## src/hdl/dram_timing_consts.vh

```
`ifndef DRAM_TIMING_CONSTS_VH
`define DRAM_TIMING_CONSTS_VH
// ****************************************************************
// Register map.
// ****************************************************************
`define ADDR_NONPAGE_TIMING 4'h0
`define ADDR_PAGE_CONFIG    4'h4
`define ADDR_CYCLE_STATUS   4'h8
`define RESET_NONPAGE_TIMING 16'h0000
`define RESET_PAGE_CONFIG    4'h0
// ****************************************************************
// Timing register fields.
// ****************************************************************
`define MODE_HI      14
`define MODE_LO      13
`define RAW_OFF_BIT  12
`define WCAS_HI      11
`define WCAS_LO      10
`define RCAS_HI      9
`define RCAS_LO      8
`define HOLD_HI_BIT  6
`define HOLD_LO_BIT  5
`define PWE_HI       4
`define PWE_LO       2
`define WS_HI        1
`define WS_LO        0
// Timing register bits that are stored; bits 15 and 7 are ignored.
`define TIMING_USED_MASK 16'h7F7F
// ****************************************************************
// Page configuration fields.
// ****************************************************************
`define CFG_PIPE_CPU 0
`define CFG_CACHE    1
`define CFG_PIPELINE 2
`define CFG_SAME_CFG 3
// ****************************************************************
// Fixed timing figures: row lead in half double-rate clock units, base cycle in steps of four halves.
// ****************************************************************
`define ROW_TO_RAS_HALVES 8'h04
`define BASE_CYCLE_CLKS   8'h02
`define RESP_OKAY   2'h0
`define RESP_SLVERR 2'h2
`endif

```

## src/hdl/dram_cycle_timing.v

```verilog
`timescale 1ns/10ps
`include "dram_timing_consts.vh"
// Overview of operation
// - With penalty bit clear, a read right after a write gets one wait.
// - EMS and interleave-miss cycles may take one extra wait like that penalty.
// - Write CAS delay code selects 1.0 to 2.5 double-rate clocks.
// - Read CAS delay code selects 1.0 to 2.5 double-rate clocks.
// - RAS hold code keeps RAS 1.0 to 2.5 clocks after CAS.
// - RAS time shortens half a clock when the active delay code is 1X.
// - Pulse extension adds half a clock per step to the two-clock CAS.
// - CAS width shrinks half clock for write X1 or read 1X codes.
// - Wait-state code adds zero to three waits to every non-page DRAM cycle.
// - Timing register bits 15 and 7 are ignored.
// - Row address leads RAS by two; RAS hold follows the mode formula.
// - Non-page cycle lasts twice two plus wait code; precharge is the rest.
// - Plain 16-bit processor page waits are 0,1,2 writes and 0,1,2,3 reads.
// - With cache, reads cost 0,1,3,4; writes stay 0,1,2.
// - Non-pipelined cycles cost more; read page miss four, first access three.
// - After refresh, DMA or master, a page cycle is a shorter first access.
// - First-access shortening needs uniform DRAMs and never an EMS cycle.
// - Mode selects full hold with one wait minimum or compressed zero-wait.
module dram_cycle_timing #(
	parameter ROW_W  = 11,
	parameter BANK_W = 2
) (
	input  wire              aclk,
	input  wire              aresetn,
	input  wire [3:0]        s_axi_awaddr,
	input  wire              s_axi_awvalid,
	output reg               s_axi_awready,
	input  wire [31:0]       s_axi_wdata,
	input  wire [3:0]        s_axi_wstrb,
	input  wire              s_axi_wvalid,
	output reg               s_axi_wready,
	output reg  [1:0]        s_axi_bresp,
	output reg               s_axi_bvalid,
	input  wire              s_axi_bready,
	input  wire [3:0]        s_axi_araddr,
	input  wire              s_axi_arvalid,
	output reg               s_axi_arready,
	output reg  [31:0]       s_axi_rdata,
	output reg  [1:0]        s_axi_rresp,
	output reg               s_axi_rvalid,
	input  wire              s_axi_rready,
	input  wire              cycle_start,
	input  wire              cycle_write,
	input  wire              page_mode,
	input  wire [BANK_W-1:0] cycle_bank,
	input  wire [ROW_W-1:0]  cycle_row,
	input  wire              cycle_ems,
	input  wire              interleave_miss,
	input  wire              cache_hit,
	input  wire              after_other_master,
	output reg               ras_active,
	output reg               cas_active,
	output reg               row_addr_sel,
	output reg               cycle_ready,
	output reg  [2:0]        waits_taken
);
	// ****************************************************************
	// Register file.
	// ****************************************************************
	reg  [15:0]       timing;
	reg  [3:0]        page_cfg;
	reg  [3:0]        aw_addr;
	reg               aw_held;
	reg  [31:0]       w_data;
	reg  [3:0]        w_strb;
	reg               w_held;
	reg               last_was_write;
	reg  [ROW_W-1:0]  open_row [0:(1<<BANK_W)-1];
	reg  [(1<<BANK_W)-1:0] row_valid;
	reg  [1:0]        state;
	reg  [7:0]        tick;
	reg  [7:0]        cycle_len;
	reg  [7:0]        ras_on;
	reg  [7:0]        ras_off;
	reg  [7:0]        cas_on;
	reg  [7:0]        cas_off;
	reg  [15:0]       next_timing;
	integer           i;

	localparam ST_IDLE = 2'h0;
	localparam ST_RUN  = 2'h1;
	localparam ST_DONE = 2'h2;

	// Field views of the timing register.
	wire [1:0] nonpage_timing_mode          = timing[`MODE_HI:`MODE_LO];
	wire       read_after_write_penalty_off = timing[`RAW_OFF_BIT];
	wire [1:0] write_cas_delay              = timing[`WCAS_HI:`WCAS_LO];
	wire [1:0] read_cas_delay               = timing[`RCAS_HI:`RCAS_LO];
	wire       hold_high_bit                = timing[`HOLD_HI_BIT];
	wire       hold_low_bit                 = timing[`HOLD_LO_BIT];
	wire [2:0] cas_pulse_extension          = timing[`PWE_HI:`PWE_LO];
	wire [1:0] added_wait_states            = timing[`WS_HI:`WS_LO];

	// Merge one byte lane set into a stored word.
	function [15:0] merge16;
		input [15:0] old;
		input [31:0] data;
		input [3:0]  strb;
		begin
			merge16 = old;
			if (strb[0]) merge16[7:0] = data[7:0];
			if (strb[1]) merge16[15:8] = data[15:8];
		end
	endfunction

	always @* begin
		next_timing = merge16(timing, w_data, w_strb) & `TIMING_USED_MASK;
	end

	// Write channel: address and data accepted in either order.
	// New timing is live at once, so the code writing it must not run from DRAM.
	always @(posedge aclk) begin
		if (!aresetn) begin
			timing        <= `RESET_NONPAGE_TIMING;
			page_cfg      <= `RESET_PAGE_CONFIG;
			aw_addr       <= 4'h0;
			aw_held       <= 1'b0;
			w_data        <= 32'h0;
			w_strb        <= 4'h0;
			w_held        <= 1'b0;
			s_axi_awready <= 1'b0;
			s_axi_wready  <= 1'b0;
			s_axi_bvalid  <= 1'b0;
			s_axi_bresp   <= `RESP_OKAY;
		end else begin
			s_axi_awready <= !aw_held && !s_axi_awready && !s_axi_bvalid;
			s_axi_wready  <= !w_held && !s_axi_wready && !s_axi_bvalid;
			if (s_axi_awvalid && s_axi_awready) begin
				aw_addr <= s_axi_awaddr;
				aw_held <= 1'b1;
				s_axi_awready <= 1'b0;
			end
			if (s_axi_wvalid && s_axi_wready) begin
				w_data <= s_axi_wdata;
				w_strb <= s_axi_wstrb;
				w_held <= 1'b1;
				s_axi_wready <= 1'b0;
			end
			if (aw_held && w_held && !s_axi_bvalid) begin
				aw_held      <= 1'b0;
				w_held       <= 1'b0;
				s_axi_bvalid <= 1'b1;
				s_axi_bresp  <= `RESP_OKAY;
				case (aw_addr)
					`ADDR_NONPAGE_TIMING: timing <= next_timing;
					`ADDR_PAGE_CONFIG: begin
						if (w_strb[0]) page_cfg <= w_data[3:0];
					end
					`ADDR_CYCLE_STATUS: s_axi_bresp <= `RESP_OKAY;
					default: s_axi_bresp <= `RESP_SLVERR;
				endcase
			end else if (s_axi_bvalid && s_axi_bready) begin
				s_axi_bvalid <= 1'b0;
			end
		end
	end

	// Read channel; one outstanding read.
	always @(posedge aclk) begin
		if (!aresetn) begin
			s_axi_arready <= 1'b0;
			s_axi_rvalid  <= 1'b0;
			s_axi_rdata   <= 32'h0;
			s_axi_rresp   <= `RESP_OKAY;
		end else begin
			s_axi_arready <= !s_axi_rvalid && !s_axi_arready;
			if (s_axi_arvalid && s_axi_arready) begin
				s_axi_arready <= 1'b0;
				s_axi_rvalid  <= 1'b1;
				s_axi_rresp   <= `RESP_OKAY;
				case (s_axi_araddr)
					`ADDR_NONPAGE_TIMING: s_axi_rdata <= {16'h0, timing};
					`ADDR_PAGE_CONFIG:    s_axi_rdata <= {28'h0, page_cfg};
					`ADDR_CYCLE_STATUS:   s_axi_rdata <= {24'h0, row_valid[0],
						last_was_write, waits_taken, state, cycle_ready};
					default: begin
						s_axi_rdata <= 32'h0;
						s_axi_rresp <= `RESP_SLVERR;
					end
				endcase
			end else if (s_axi_rvalid && s_axi_rready) begin
				s_axi_rvalid <= 1'b0;
			end
		end
	end

	// ****************************************************************
	// Page-mode classification.
	// ****************************************************************
	wire row_match = row_valid[cycle_bank] && (open_row[cycle_bank] == cycle_row);
	wire first_ok  = after_other_master && page_cfg[`CFG_SAME_CFG] && !cycle_ems;
	wire [1:0] page_kind = row_match ? 2'h0 : (first_ok ? 2'h1 : 2'h2);
	wire raw_due = !cycle_write && last_was_write && !read_after_write_penalty_off;
	wire extra_wait = raw_due || cycle_ems || interleave_miss;
	wire [2:0] page_waits;

	page_wait_lookup u_lookup (
		.is_write  (cycle_write),
		.raw_hit   (raw_due),
		.page_kind (page_kind),
		.pipe_cpu  (page_cfg[`CFG_PIPE_CPU]),
		.cache_on  (page_cfg[`CFG_CACHE]),
		.cache_hit (cache_hit),
		.pipelined (page_cfg[`CFG_PIPELINE]),
		.waits     (page_waits)
	);

	// ****************************************************************
	// Non-page strobe schedule in half double-rate clock units.
	// ****************************************************************
	// One aclk tick stands for half a double-rate period; edges land exactly.
	wire [1:0] dly      = cycle_write ? write_cas_delay : read_cas_delay;
	wire       dly_low  = dly[0];
	wire       dly_hi   = dly[1];
	wire       compress = (nonpage_timing_mode == 2'h1);
	wire [2:0] np_waits = {1'b0, added_wait_states} + {2'b0, extra_wait};
	// Full-hold mode needs at least one wait state.
	wire [2:0] np_eff   = (!compress && np_waits == 3'h0) ? 3'h1 : np_waits;
	wire [7:0] np_len   = (`BASE_CYCLE_CLKS + {5'h0, np_eff}) << 2;
	wire [7:0] c_on     = `ROW_TO_RAS_HALVES + (compress ? 8'h1 : 8'h2)
		+ {6'h0, dly};
	wire [2:0] ext_code = cas_pulse_extension;
	wire       shrink   = cycle_write ? write_cas_delay[0] : read_cas_delay[1];
	wire [7:0] c_width  = 8'h4 + {5'h0, ext_code} - {7'h0, shrink};
	wire [7:0] r_hold   = (compress ? 8'h1 : 8'h2) + {7'h0, hold_low_bit}
		+ {6'h0, hold_high_bit, 1'b0} - {7'h0, dly_hi};

	// Cycle engine; ready is held for one tick per cycle end.
	always @(posedge aclk) begin
		if (!aresetn) begin
			state          <= ST_IDLE;
			tick           <= 8'h0;
			cycle_len      <= 8'h0;
			ras_on         <= 8'h0;
			ras_off        <= 8'h0;
			cas_on         <= 8'h0;
			cas_off        <= 8'h0;
			ras_active     <= 1'b0;
			cas_active     <= 1'b0;
			row_addr_sel   <= 1'b0;
			cycle_ready    <= 1'b0;
			waits_taken    <= 3'h0;
			last_was_write <= 1'b0;
			row_valid      <= {(1<<BANK_W){1'b0}};
			for (i = 0; i < (1<<BANK_W); i = i + 1) begin
				open_row[i] <= {ROW_W{1'b0}};
			end
		end else begin
			cycle_ready <= 1'b0;
			case (state)
				ST_IDLE: begin
					if (cycle_start) begin
						state          <= ST_RUN;
						tick           <= 8'h0;
						row_addr_sel   <= 1'b1;
						last_was_write <= cycle_write;
						if (page_mode) begin
							waits_taken <= page_waits;
							cycle_len   <= {4'h0, page_waits, 1'b0} + 8'h4;
							ras_on      <= (page_kind == 2'h0) ? 8'h0 : `ROW_TO_RAS_HALVES;
							cas_on      <= (page_kind == 2'h0) ? 8'h1 : 8'h6;
							cas_off     <= {4'h0, page_waits, 1'b0} + 8'h4;
							ras_off     <= 8'hFF;
							open_row[cycle_bank]  <= cycle_row;
							row_valid[cycle_bank] <= 1'b1;
						end else begin
							waits_taken <= np_eff;
							cycle_len   <= np_len;
							ras_on      <= `ROW_TO_RAS_HALVES;
							cas_on      <= c_on;
							cas_off     <= c_on + c_width;
							ras_off     <= c_on + r_hold;
							row_valid   <= {(1<<BANK_W){1'b0}};
						end
					end
				end
				ST_RUN: begin
					tick <= tick + 8'h1;
					if (tick == ras_on) ras_active <= 1'b1;
					if (tick == cas_on) begin
						cas_active   <= 1'b1;
						row_addr_sel <= 1'b0;
					end
					if (tick == cas_off) cas_active <= 1'b0;
					if (tick == ras_off) ras_active <= 1'b0;
					if (tick + 8'h1 >= cycle_len) begin
						state       <= ST_DONE;
						cas_active  <= 1'b0;
						cycle_ready <= 1'b1;
						if (!page_mode) ras_active <= 1'b0;
					end
				end
				ST_DONE: begin
					state <= ST_IDLE;
				end
				default: state <= ST_IDLE;
			endcase
		end
	end
endmodule // dram_cycle_timing

```

## src/hdl/page_wait_lookup.v

```verilog
`timescale 1ns/10ps
`include "dram_timing_consts.vh"
module page_wait_lookup (
	input  wire       is_write,
	input  wire       raw_hit,
	input  wire [1:0] page_kind,
	input  wire       pipe_cpu,
	input  wire       cache_on,
	input  wire       cache_hit,
	input  wire       pipelined,
	output reg  [2:0] waits
);
	// Page kinds: 0 hit, 1 first access, 2 miss.
	// ****************************************************************
	// Wait-state table.
	// ****************************************************************
	// Combinational lookup keeps the main cycle engine free of tables.
	always @* begin
		waits = 3'h0;
		if (is_write) begin
			case (page_kind)
				2'h0: waits = (pipe_cpu && !pipelined && !cache_on) ? 3'h1 : 3'h0;
				2'h1: waits = 3'h1;
				default: waits = (pipe_cpu && !pipelined && !cache_on) ? 3'h3 : 3'h2;
			endcase
		end else if (cache_on) begin
			if (cache_hit) begin
				waits = 3'h0;
			end else begin
				case (page_kind)
					2'h0: waits = 3'h1;
					2'h1: waits = 3'h3;
					default: waits = 3'h4;
				endcase
			end
		end else if (pipe_cpu) begin
			case (page_kind)
				2'h0: waits = pipelined ? (raw_hit ? 3'h1 : 3'h0) : 3'h1;
				2'h1: waits = 3'h3;
				default: waits = pipelined ? 3'h3 : 3'h4;
			endcase
		end else begin
			case (page_kind)
				2'h0: waits = raw_hit ? 3'h1 : 3'h0;
				2'h1: waits = 3'h2;
				default: waits = 3'h3;
			endcase
		end
	end
endmodule // page_wait_lookup

```

## config.mk

```make
export PLATFORM = sky130hd
export DESIGN_NAME = dram_cycle_timing
export DESIGN_NICKNAME = d
export VERILOG_FILES = /design/src/hdl/dram_cycle_timing.v /design/src/hdl/page_wait_lookup.v
export VERILOG_INCLUDE_DIRS = /design/src /design/src/hdl
export SDC_FILE = /design/constraint.sdc
export NUM_CORES = 1
export LEC_CHECK = 0
export ABC_AREA = 0
export BUFFER_PORTS_ARGS = -buffer_cell sky130_fd_sc_hd__buf_4
export CORE_MARGIN = 2
export CORE_UTILIZATION = 52
export DETAILED_ROUTE_END_ITERATION = 12
export PLACE_DENSITY = 0.79
export SYNTH_ARGS = -nofsm -noshare
export SYNTH_HDL_FRONTEND = slang
export SYNTH_SLANG_ARGS = --single-unit
```

## constraint.sdc

```tcl
create_clock -name aclk -period 3.19 [get_ports aclk]
set_input_delay 0.638 -clock aclk [delete_from_list [all_inputs] [get_ports aclk]]
set_output_delay 0.638 -clock aclk [all_outputs]
set_load 0.05 [all_outputs]
```

==> run_results.csv, run 1 <==
group,metric,value,unit
outcome,status,"complete, no violations",
clock_tree,cts_resized,0,
clock_tree,cts_tree,"done",
sta,skew,0.00837,ns
clock_tree,cts_num_sinks,151,
floorplan,fp.dieH,124,um
layout,layout.nets,974,
layout,fin_cells,1067,
yosys,synth-seq-cells,151,
grt,grt_overflow,0,
grt,grt.busiest_layer,"met2",
floorplan,io_pins,119,
worst_setup_path,worstSetupStartpointType,"flip-flop",
layout,antennaDiodeCount,0,
placement,globalplace.congestion,0.832,
detailed_routing,drc,0,
grt,grt_max_degree,84,
detailed_routing,wl_per_cell,15.5,um
layout,seqCellArea,0.00346,mm^2
yosys,synth_area,0.00754,mm^2
worst_setup_path,crit_buf_inv,2,
clock_tree,root_buffer,"clkbuf_16",
layout,drive_above_1_share,0.174,
layout,final_cell_mix,"107 x dfxtp_1, 101 x buf_4, 99 x nor2_1, 77 x nand2_1, 61 x a21oi_1",
clock_tree,clock_latency,0.42,ns
sta,setup_viol,0,
floorplan,core-area,0.0144,mm^2
yosys,yosysWarnings,0,
sta,min_period,2.94,ns
floorplan,die-area,0.0155,mm^2
grt,grt_pass1_wl,27700,um
clock_tree,clock_path_buffers,2,
sta,fin_crit_sh,0.922,
worst_setup_path,arrival,3.26,ns
grt,grt_pass1_vias,5600,
placement,dp.cells,1035,
yosys,synthCells,798,
pwr,leakage,0.00385,uW
grt,use_met1,0.288,
detailed_routing,ant_nets,0,
grt,grt_use_met2,0.357,
clock_tree,cts_setup_buffers,0,
layout,layout_commonest_cell,"dfxtp_1",
floorplan,rows,44,
sta,worst_slack,0.250,ns
worst_setup_path,path_max_fanout,4,
yosys,avgSynthCellArea,9.45,um^2
layout,area_growth,16.9,%
grt,antenna_found_initial,0,
job,max_cap_viol_count,0,
detailed_routing,drt_iter0_markers,383,
sta,hold_viol,0,
yosys,synth-edff-count,44,
clock_tree,numCtsBuffers,17,
sta,grt_setup_unrepaired,"no",
clock_tree,clkTransAtPathRegs,0.06,ns
worst_setup_path,max_stage_delay,0.49,ns
worst_setup_path,crit_required,3.51,ns
yosys,synthFlopType,"dfxtp_1",
placement,dp_hpwl,11500,um
pwr,p_per_area,518,mW/mm^2
grt,track_usage,0.219,
placement,portBuffers,79,
sta,worst_slew_pin_slew,0.857,ns
detailed_routing,drt_wl_total,16500,um
worst_setup_path,criticalPathCategory,"reg2reg",
layout,multi_input_area,0.00365,mm^2
pwr,irDropWorstVdd,0.354,mV
clock_tree,cts_max_level,4,
sta,slew-limit-headroom,0.429,
yosys,synthArstFlopShare,0,
detailed_routing,dr.pass1.iters,5,
yosys,synth.distinct_cells,65,
yosys,yosysSeqAreaShare,0.459,
clock_tree,cts_hold_buf,0,
detailed_routing,via_per_inst,5.47,
layout,fillers,1134,
placement,dp_slack,-0.0953,ns
sta,maxSlewViolCount,0,
worst_setup_path,end_kind,"flip-flop",
floorplan,die_w,124,um
worst_hold_path,min_path_type,"reg2reg",
worst_setup_path,cp_slowest_cell,"fa_1",
worst_setup_path,crit_family,"adder cells",
sta,fmax,340,MHz
grt,met3_usage,0.0412,
detailed_routing,num_vias,5833,
floorplan,start_util,0.525,
worst_setup_path,path_cells,"nand2b_1, inv_1, ha_1, inv_1, fa_1, ha_1, a21o_1, a21oi_1, nand2b_1, a311o_1, nand2_1, nor2_1",
## power breakdown
part	internal [uW]	switching, uW
Sequential	2060	60.1
Combinational	194	346
Clock	1100	802
Total	3360	1210
## cell families (layout without fill, tap and decap cells)
kind of cell | after synthesis | in the layout | synth area share
compound gates | 146 | 146 | 0.122
xor+xnor | 45 | 45 | 0.0523
simple gates | 278 | 278 | 0.173
buf+inv | 105 | 172 | 0.0659
mux | 39 | 39 | 0.0669
other cells | 1 | 19 | 0.000497
flops | 151 | 151 | 0.459
fa+ha+maj | 33 | 33 | 0.0598
## final timing paths
kind	startpoint	to	slack, ns	cells after the start
max	merge16.old[14]$_SDFFE_PN0P_	ras_off[5]$_SDFFE_PN0P_	0.25	12
min	merge16.data[8]$_SDFFE_PN0P_	merge16.data[8]$_SDFFE_PN0P_	0.45	2
max reg2reg	merge16.old[14]$_SDFFE_PN0P_	ras_off[5]$_SDFFE_PN0P_	0.25	12
min reg2reg	merge16.data[8]$_SDFFE_PN0P_	merge16.data[8]$_SDFFE_PN0P_	0.45	2
## registers in the layout (all words and copies together), names as in the netlist, 3 cells and up
register	count
s_axi_rdata	15
merge16.old	14
waits_taken	3
open_row	44
cas_on	4
merge16.data	14
aw_addr	4
page_cfg	4
cas_off	5
row_valid	4
tick	8
ras_off	8
cycle_len	5
## cell usage after synthesis, types with 2 or more instances
cell	number	area, um^2
dfxtp_1	107	2140
nor2_1	99	372
nand2_1	77	289
a21oi_1	61	305
edfxtp_1	44	1320
inv_1	39	146
clkbuf_1	38	143
xnor2_1	32	280
ha_1	28	350
mux2i_1	26	260
o21ai_0	22	110
a22oi_1	20	150
buf_4	20	150
and3_1	19	119
nor3_1	17	85.1
nand3_1	14	70.1
xor2_1	13	114
and2_1	12	75.1
nand2b_1	11	68.8
a31oi_1	9	56.3
nor2b_1	6	37.5
fa_1	5	100
mux2_2	5	56.3
a21o_1	4	30.0
mux4_1	4	105
nor4_1	4	25.0
o211ai_1	4	30.0
a211oi_1	3	22.5
buf_1	3	11.3
mux4_2	3	67.6
nand3b_1	3	22.5
nand4_1	3	18.8
o21a_1	3	22.5
or3_1	3	18.8
a221oi_2	2	30.0
a31o_2	2	17.5
and3b_1	2	17.5
and4b_1	2	20.0
buf_2	2	10.0
o21bai_1	2	15.0
## cell type report
class / count / area share
Multi-Input combinational cell: 560 / 0.415
Tap cell: 184 / 0.0261
Clock inverter: 13 / 0.0135
Clock buffer: 19 / 0.0503
Inverter: 39 / 0.0166
Timing Repair Buffer: 101 / 0.0860
Sequential cell: 151 / 0.393
## metrics by stage
| stage | area (um^2) | TNS (ns) | utilization | hold WS (ns) | power [uW] |
|---|---|---|---|---|---|
| after floorplan | 7610 | 0 | - | 0.423 | 2550 |
| after global placement | 8250 | -0.0684 | 0.574 | 0.442 | 2690 |
| after detailed placement | 8250 | -0.338 | 0.574 | 0.447 | 2700 |
| after CTS | 8810 | 0 | 0.613 | 0.446 | 4590 |
| after global routing | 8810 | 0 | 0.613 | 0.457 | 4730 |
| final | 8810 | 0 | 0.613 | 0.453 | 4560 |
## tightest hold or removal path, delay by kind of cell (launching register included)
| kind | cells | cell delay (ns) |
|---|---|---|
| AOI/OAI and AO/OA | 1 | 0.05 |
| and+or+nand+nor | 1 | 0.05 |
| DFF | 1 | 0.31 |
## per-layer routing
layer | up-vias | routed length (um) | share of wire
met4 | 0 | 376 | 0.023
li1 | 2869 | - | -
met1 | 2766 | 7520 | 0.45
met3 | 33 | 769 | 0.047
met2 | 165 | 7860 | 0.48
met5 | - | 0 | 0
Note: power is estimated with default switching activity, not from simulation.
==> run 2, diff against run 1 <==
BUFFER_PORTS_ARGS = unset   (was -buffer_cell sky130_fd_sc_hd__buf_4)
DONT_BUFFER_PORTS = 1   (was unset)
PLACE_DENSITY = 0.72   (was 0.79)
SETUP_SLACK_MARGIN = 0.2   (was unset)
==> run 2 against run 1 <==
Sequential share of layout area is 2.9 points higher. Non-clock buffer count fell by 92. Routed wire length is 1.1% higher. Worst hold slack worse by 0.11 ns. Largest power group unchanged. First-iteration DRC count shrank 22%. Register-to-register slack better by 0.13 ns. Worst setup slack better by 0.13 ns. Core utilization is 4.3 points lower. Critical path depth up 4.
==> run_results.csv, run 2 (synthesis results as in run 1) <==
group,metric,value,unit
outcome,status,"complete, no violations",
placement,dp_hpwl,11800,um
grt,grt_overflow,0,
worst_setup_path,r2r_end,"ras_off[4]$_SDFFE_PN0P_",
detailed_routing,drc,0,
pwr,netSwitchingPower,1130,uW
detailed_routing,drt_wl_total,16700,um
floorplan,die-area,0.0155,mm^2
layout,area_growth,8.76,%
clock_tree,root_buffer,"clkbuf_16",
sta,hold_viol,0,
clock_tree,numCtsBuffers,17,
floorplan,io_pins,119,
sta,min_period,2.81,ns
worst_setup_path,r2r-start,"merge16.old[9]$_SDFFE_PN0P_",
layout,largest_reg_flops,44,
clock_tree,clkTransAtPathRegs,0.06,ns
detailed_routing,wl_per_cell,17.1,um
worst_setup_path,criticalPathCategory,"reg2reg",
detailed_routing,drt_iter0_markers,298,
layout,final_cell_mix,"107 x dfxtp_1, 99 x nor2_1, 77 x nand2_1, 60 x a21oi_1, 44 x edfxtp_1",
grt,grt_max_degree,58,
placement,globalplace.congestion,0.835,
pwr,p_per_area,546,mW/mm^2
worst_setup_path,regToRegSetupSlack,0.38,ns
clock_tree,clock_latency,0.42,ns
layout,drive_above_1_share,0.0936,
clock_tree,cts_max_level,4,
pwr,combPwrFrac,0.086,
worst_hold_path,min_path_type,"in2reg",
worst_setup_path,end_kind,"flip-flop",
layout,max_flop_register,"open_row",
worst_setup_path,crit_required,3.48,ns
grt,grt_pass1_vias,5631,
pwr,p_int,3350,uW
sta,fin_crit_sh,0.880,
worst_setup_path,path_max_fanout,3,
sta,setup_viol,0,
sta,worst_slack,0.384,ns
sta,skew,0.0101,ns
pwr,p_sw_frac,0.251,
grt,grt_pass1_wl,27600,um
job,max_cap_viol_count,0,
floorplan,fp.dieH,124,um
floorplan,start_util,0.525,
detailed_routing,via_per_inst,5.65,
clock_tree,cts_resized,0,
placement,portBuffers,0,
pwr,power.share.sequential,0.486,
sta,fmax,356,MHz
layout,layout.nets,882,
detailed_routing,num_vias,5517,
worst_setup_path,max_stage_delay,0.36,ns
clock_tree,cts_setup_buffers,0,
worst_setup_path,worstSetupStartpointType,"flip-flop",
layout,final_area,0.00820,mm^2
worst_setup_path,endpoint,"ras_off[4]$_SDFFE_PN0P_",
worst_setup_path,crit_path_start,"merge16.old[9]$_SDFFE_PN0P_",
placement,dp_slack,0.0766,ns
worst_setup_path,cp_slowest_cell,"dfxtp_1",
worst_setup_path,path_cells,"nand2b_4, and2_4, inv_2, ha_4, inv_2, ha_4, fa_2, inv_1, ha_1, inv_2, ha_4, nor2b_1, o21ai_1, nand2_1, xnor2_1, a31oi_1",
detailed_routing,dr.pass1.iters,4,
sta,slew-limit-headroom,0.545,
sta,worst_slew_pin_slew,0.682,ns
clock_tree,clock_path_buffers,2,
floorplan,core-area,0.0144,mm^2
pwr,clockPowerShare,0.428,
sta,maxSlewViolCount,0,
clock_tree,cts_tree,"done",
floorplan,die_w,124,um
layout,reg_top3,"open_row: 44 flops, s_axi_rdata: 15 flops",
worst_setup_path,arrival,3.09,ns
pwr,irDropWorstVdd,0.487,mV
layout,layout_commonest_cell,"dfxtp_1",
grt,track_usage,0.222,
clock_tree,cts_hold_buf,0,
clock_tree,cts_num_sinks,151,
floorplan,rows,44,
detailed_routing,ant_nets,0,
layout,fillers,1235,
placement,placed_area,0.00761,mm^2
pwr,leakage,0.00340,uW
grt,antenna_found_initial,2,
worst_setup_path,rr_worst_depth,16,
sta,grt_setup_unrepaired,"no",
sta,timing.setup.tns,0,ns
## run 2: changes by cell type in the layout (fill, tap and decap cells not counted), sizes merged
| cell | delta |
|---|---|
| clkinv | +4 |
| diode | +2 |
| buf | -92 |
| clkbuf | +1 |
| inv | -5 |
## run 2: area by class of cell
cell class / count / area, um^2 / area share
Tap cell: 184 / 230 / 0.0281
Multi-Input combinational cell: 560 / 3710 / 0.452
Clock buffer: 20 / 478 / 0.0583
Timing Repair Buffer: 9 / 67.6 / 0.00824
Clock inverter: 12 / 98.8 / 0.0121
Inverter: 39 / 146 / 0.0179
Sequential cell: 151 / 3460 / 0.422
Antenna cell: 2 / 5.00 / 0.000610
## run 2: worst min-delay path by stage
stage                                    endpoint  cells past startpoint  slack (ns)                          start
floorplan                s_axi_awready$_SDFF_PP0_                      1        0.42           aw_held$_SDFFE_PP0P_
global placement          s_axi_wready$_SDFF_PP0_                      1        0.44            w_held$_SDFFE_PP0P_
detailed placement  merge16.data[14]$_SDFFE_PN0P_                      2        0.45  merge16.data[14]$_SDFFE_PN0P_
CTS                  merge16.data[8]$_SDFFE_PN0P_                      2        0.33                 s_axi_wdata[8]
global route         merge16.data[8]$_SDFFE_PN0P_                      2        0.33                 s_axi_wdata[8]
finish              merge16.data[12]$_SDFFE_PN0P_                      2        0.35                s_axi_wdata[12]
## run 2: metrics by stage
stage | utilization | std cells | power (uW) | hold WS, ns
after CTS | 0.570 | 975 | 4500 | 0.334
after global placement | 0.530 | 943 | 2580 | 0.435
after global routing | 0.571 | 977 | 4640 | 0.335
final | 0.571 | 977 | 4470 | 0.347
after detailed placement | 0.530 | 943 | 2600 | 0.447
after floorplan | - | 816 | 2550 | 0.423
## run 2: critical path, delay by kind of cell, from the launching register on
kind            cells  cell delay [ns]
buf+inv             4             0.24
simple gates        4             0.45
flops               1             0.36
fa+ha+maj           5             1.19
xor+xnor            1             0.16
compound gates      2             0.25
## run 2: power groups by stage
stage / registers (uW) / clock network [uW] / logic (uW)
final: 2170 / 1920 / 386
after global routing: 2180 / 2030 / 425
after CTS: 2170 / 1940 / 384
after detailed placement: 2210 / 0 / 382
after global placement: 2210 / 0 / 371
after floorplan: 2190 / 0 / 362
## run 2: metal layers
layer / up-vias / routed length, um / track usage
met2: 164 / 8380 / 0.380
met1: 2647 / 6950 / 0.261
li1: 2676 / - / -
met4: 0 / 395 / 0.0965
met3: 30 / 991 / 0.0623
met5: - / 0 / 0
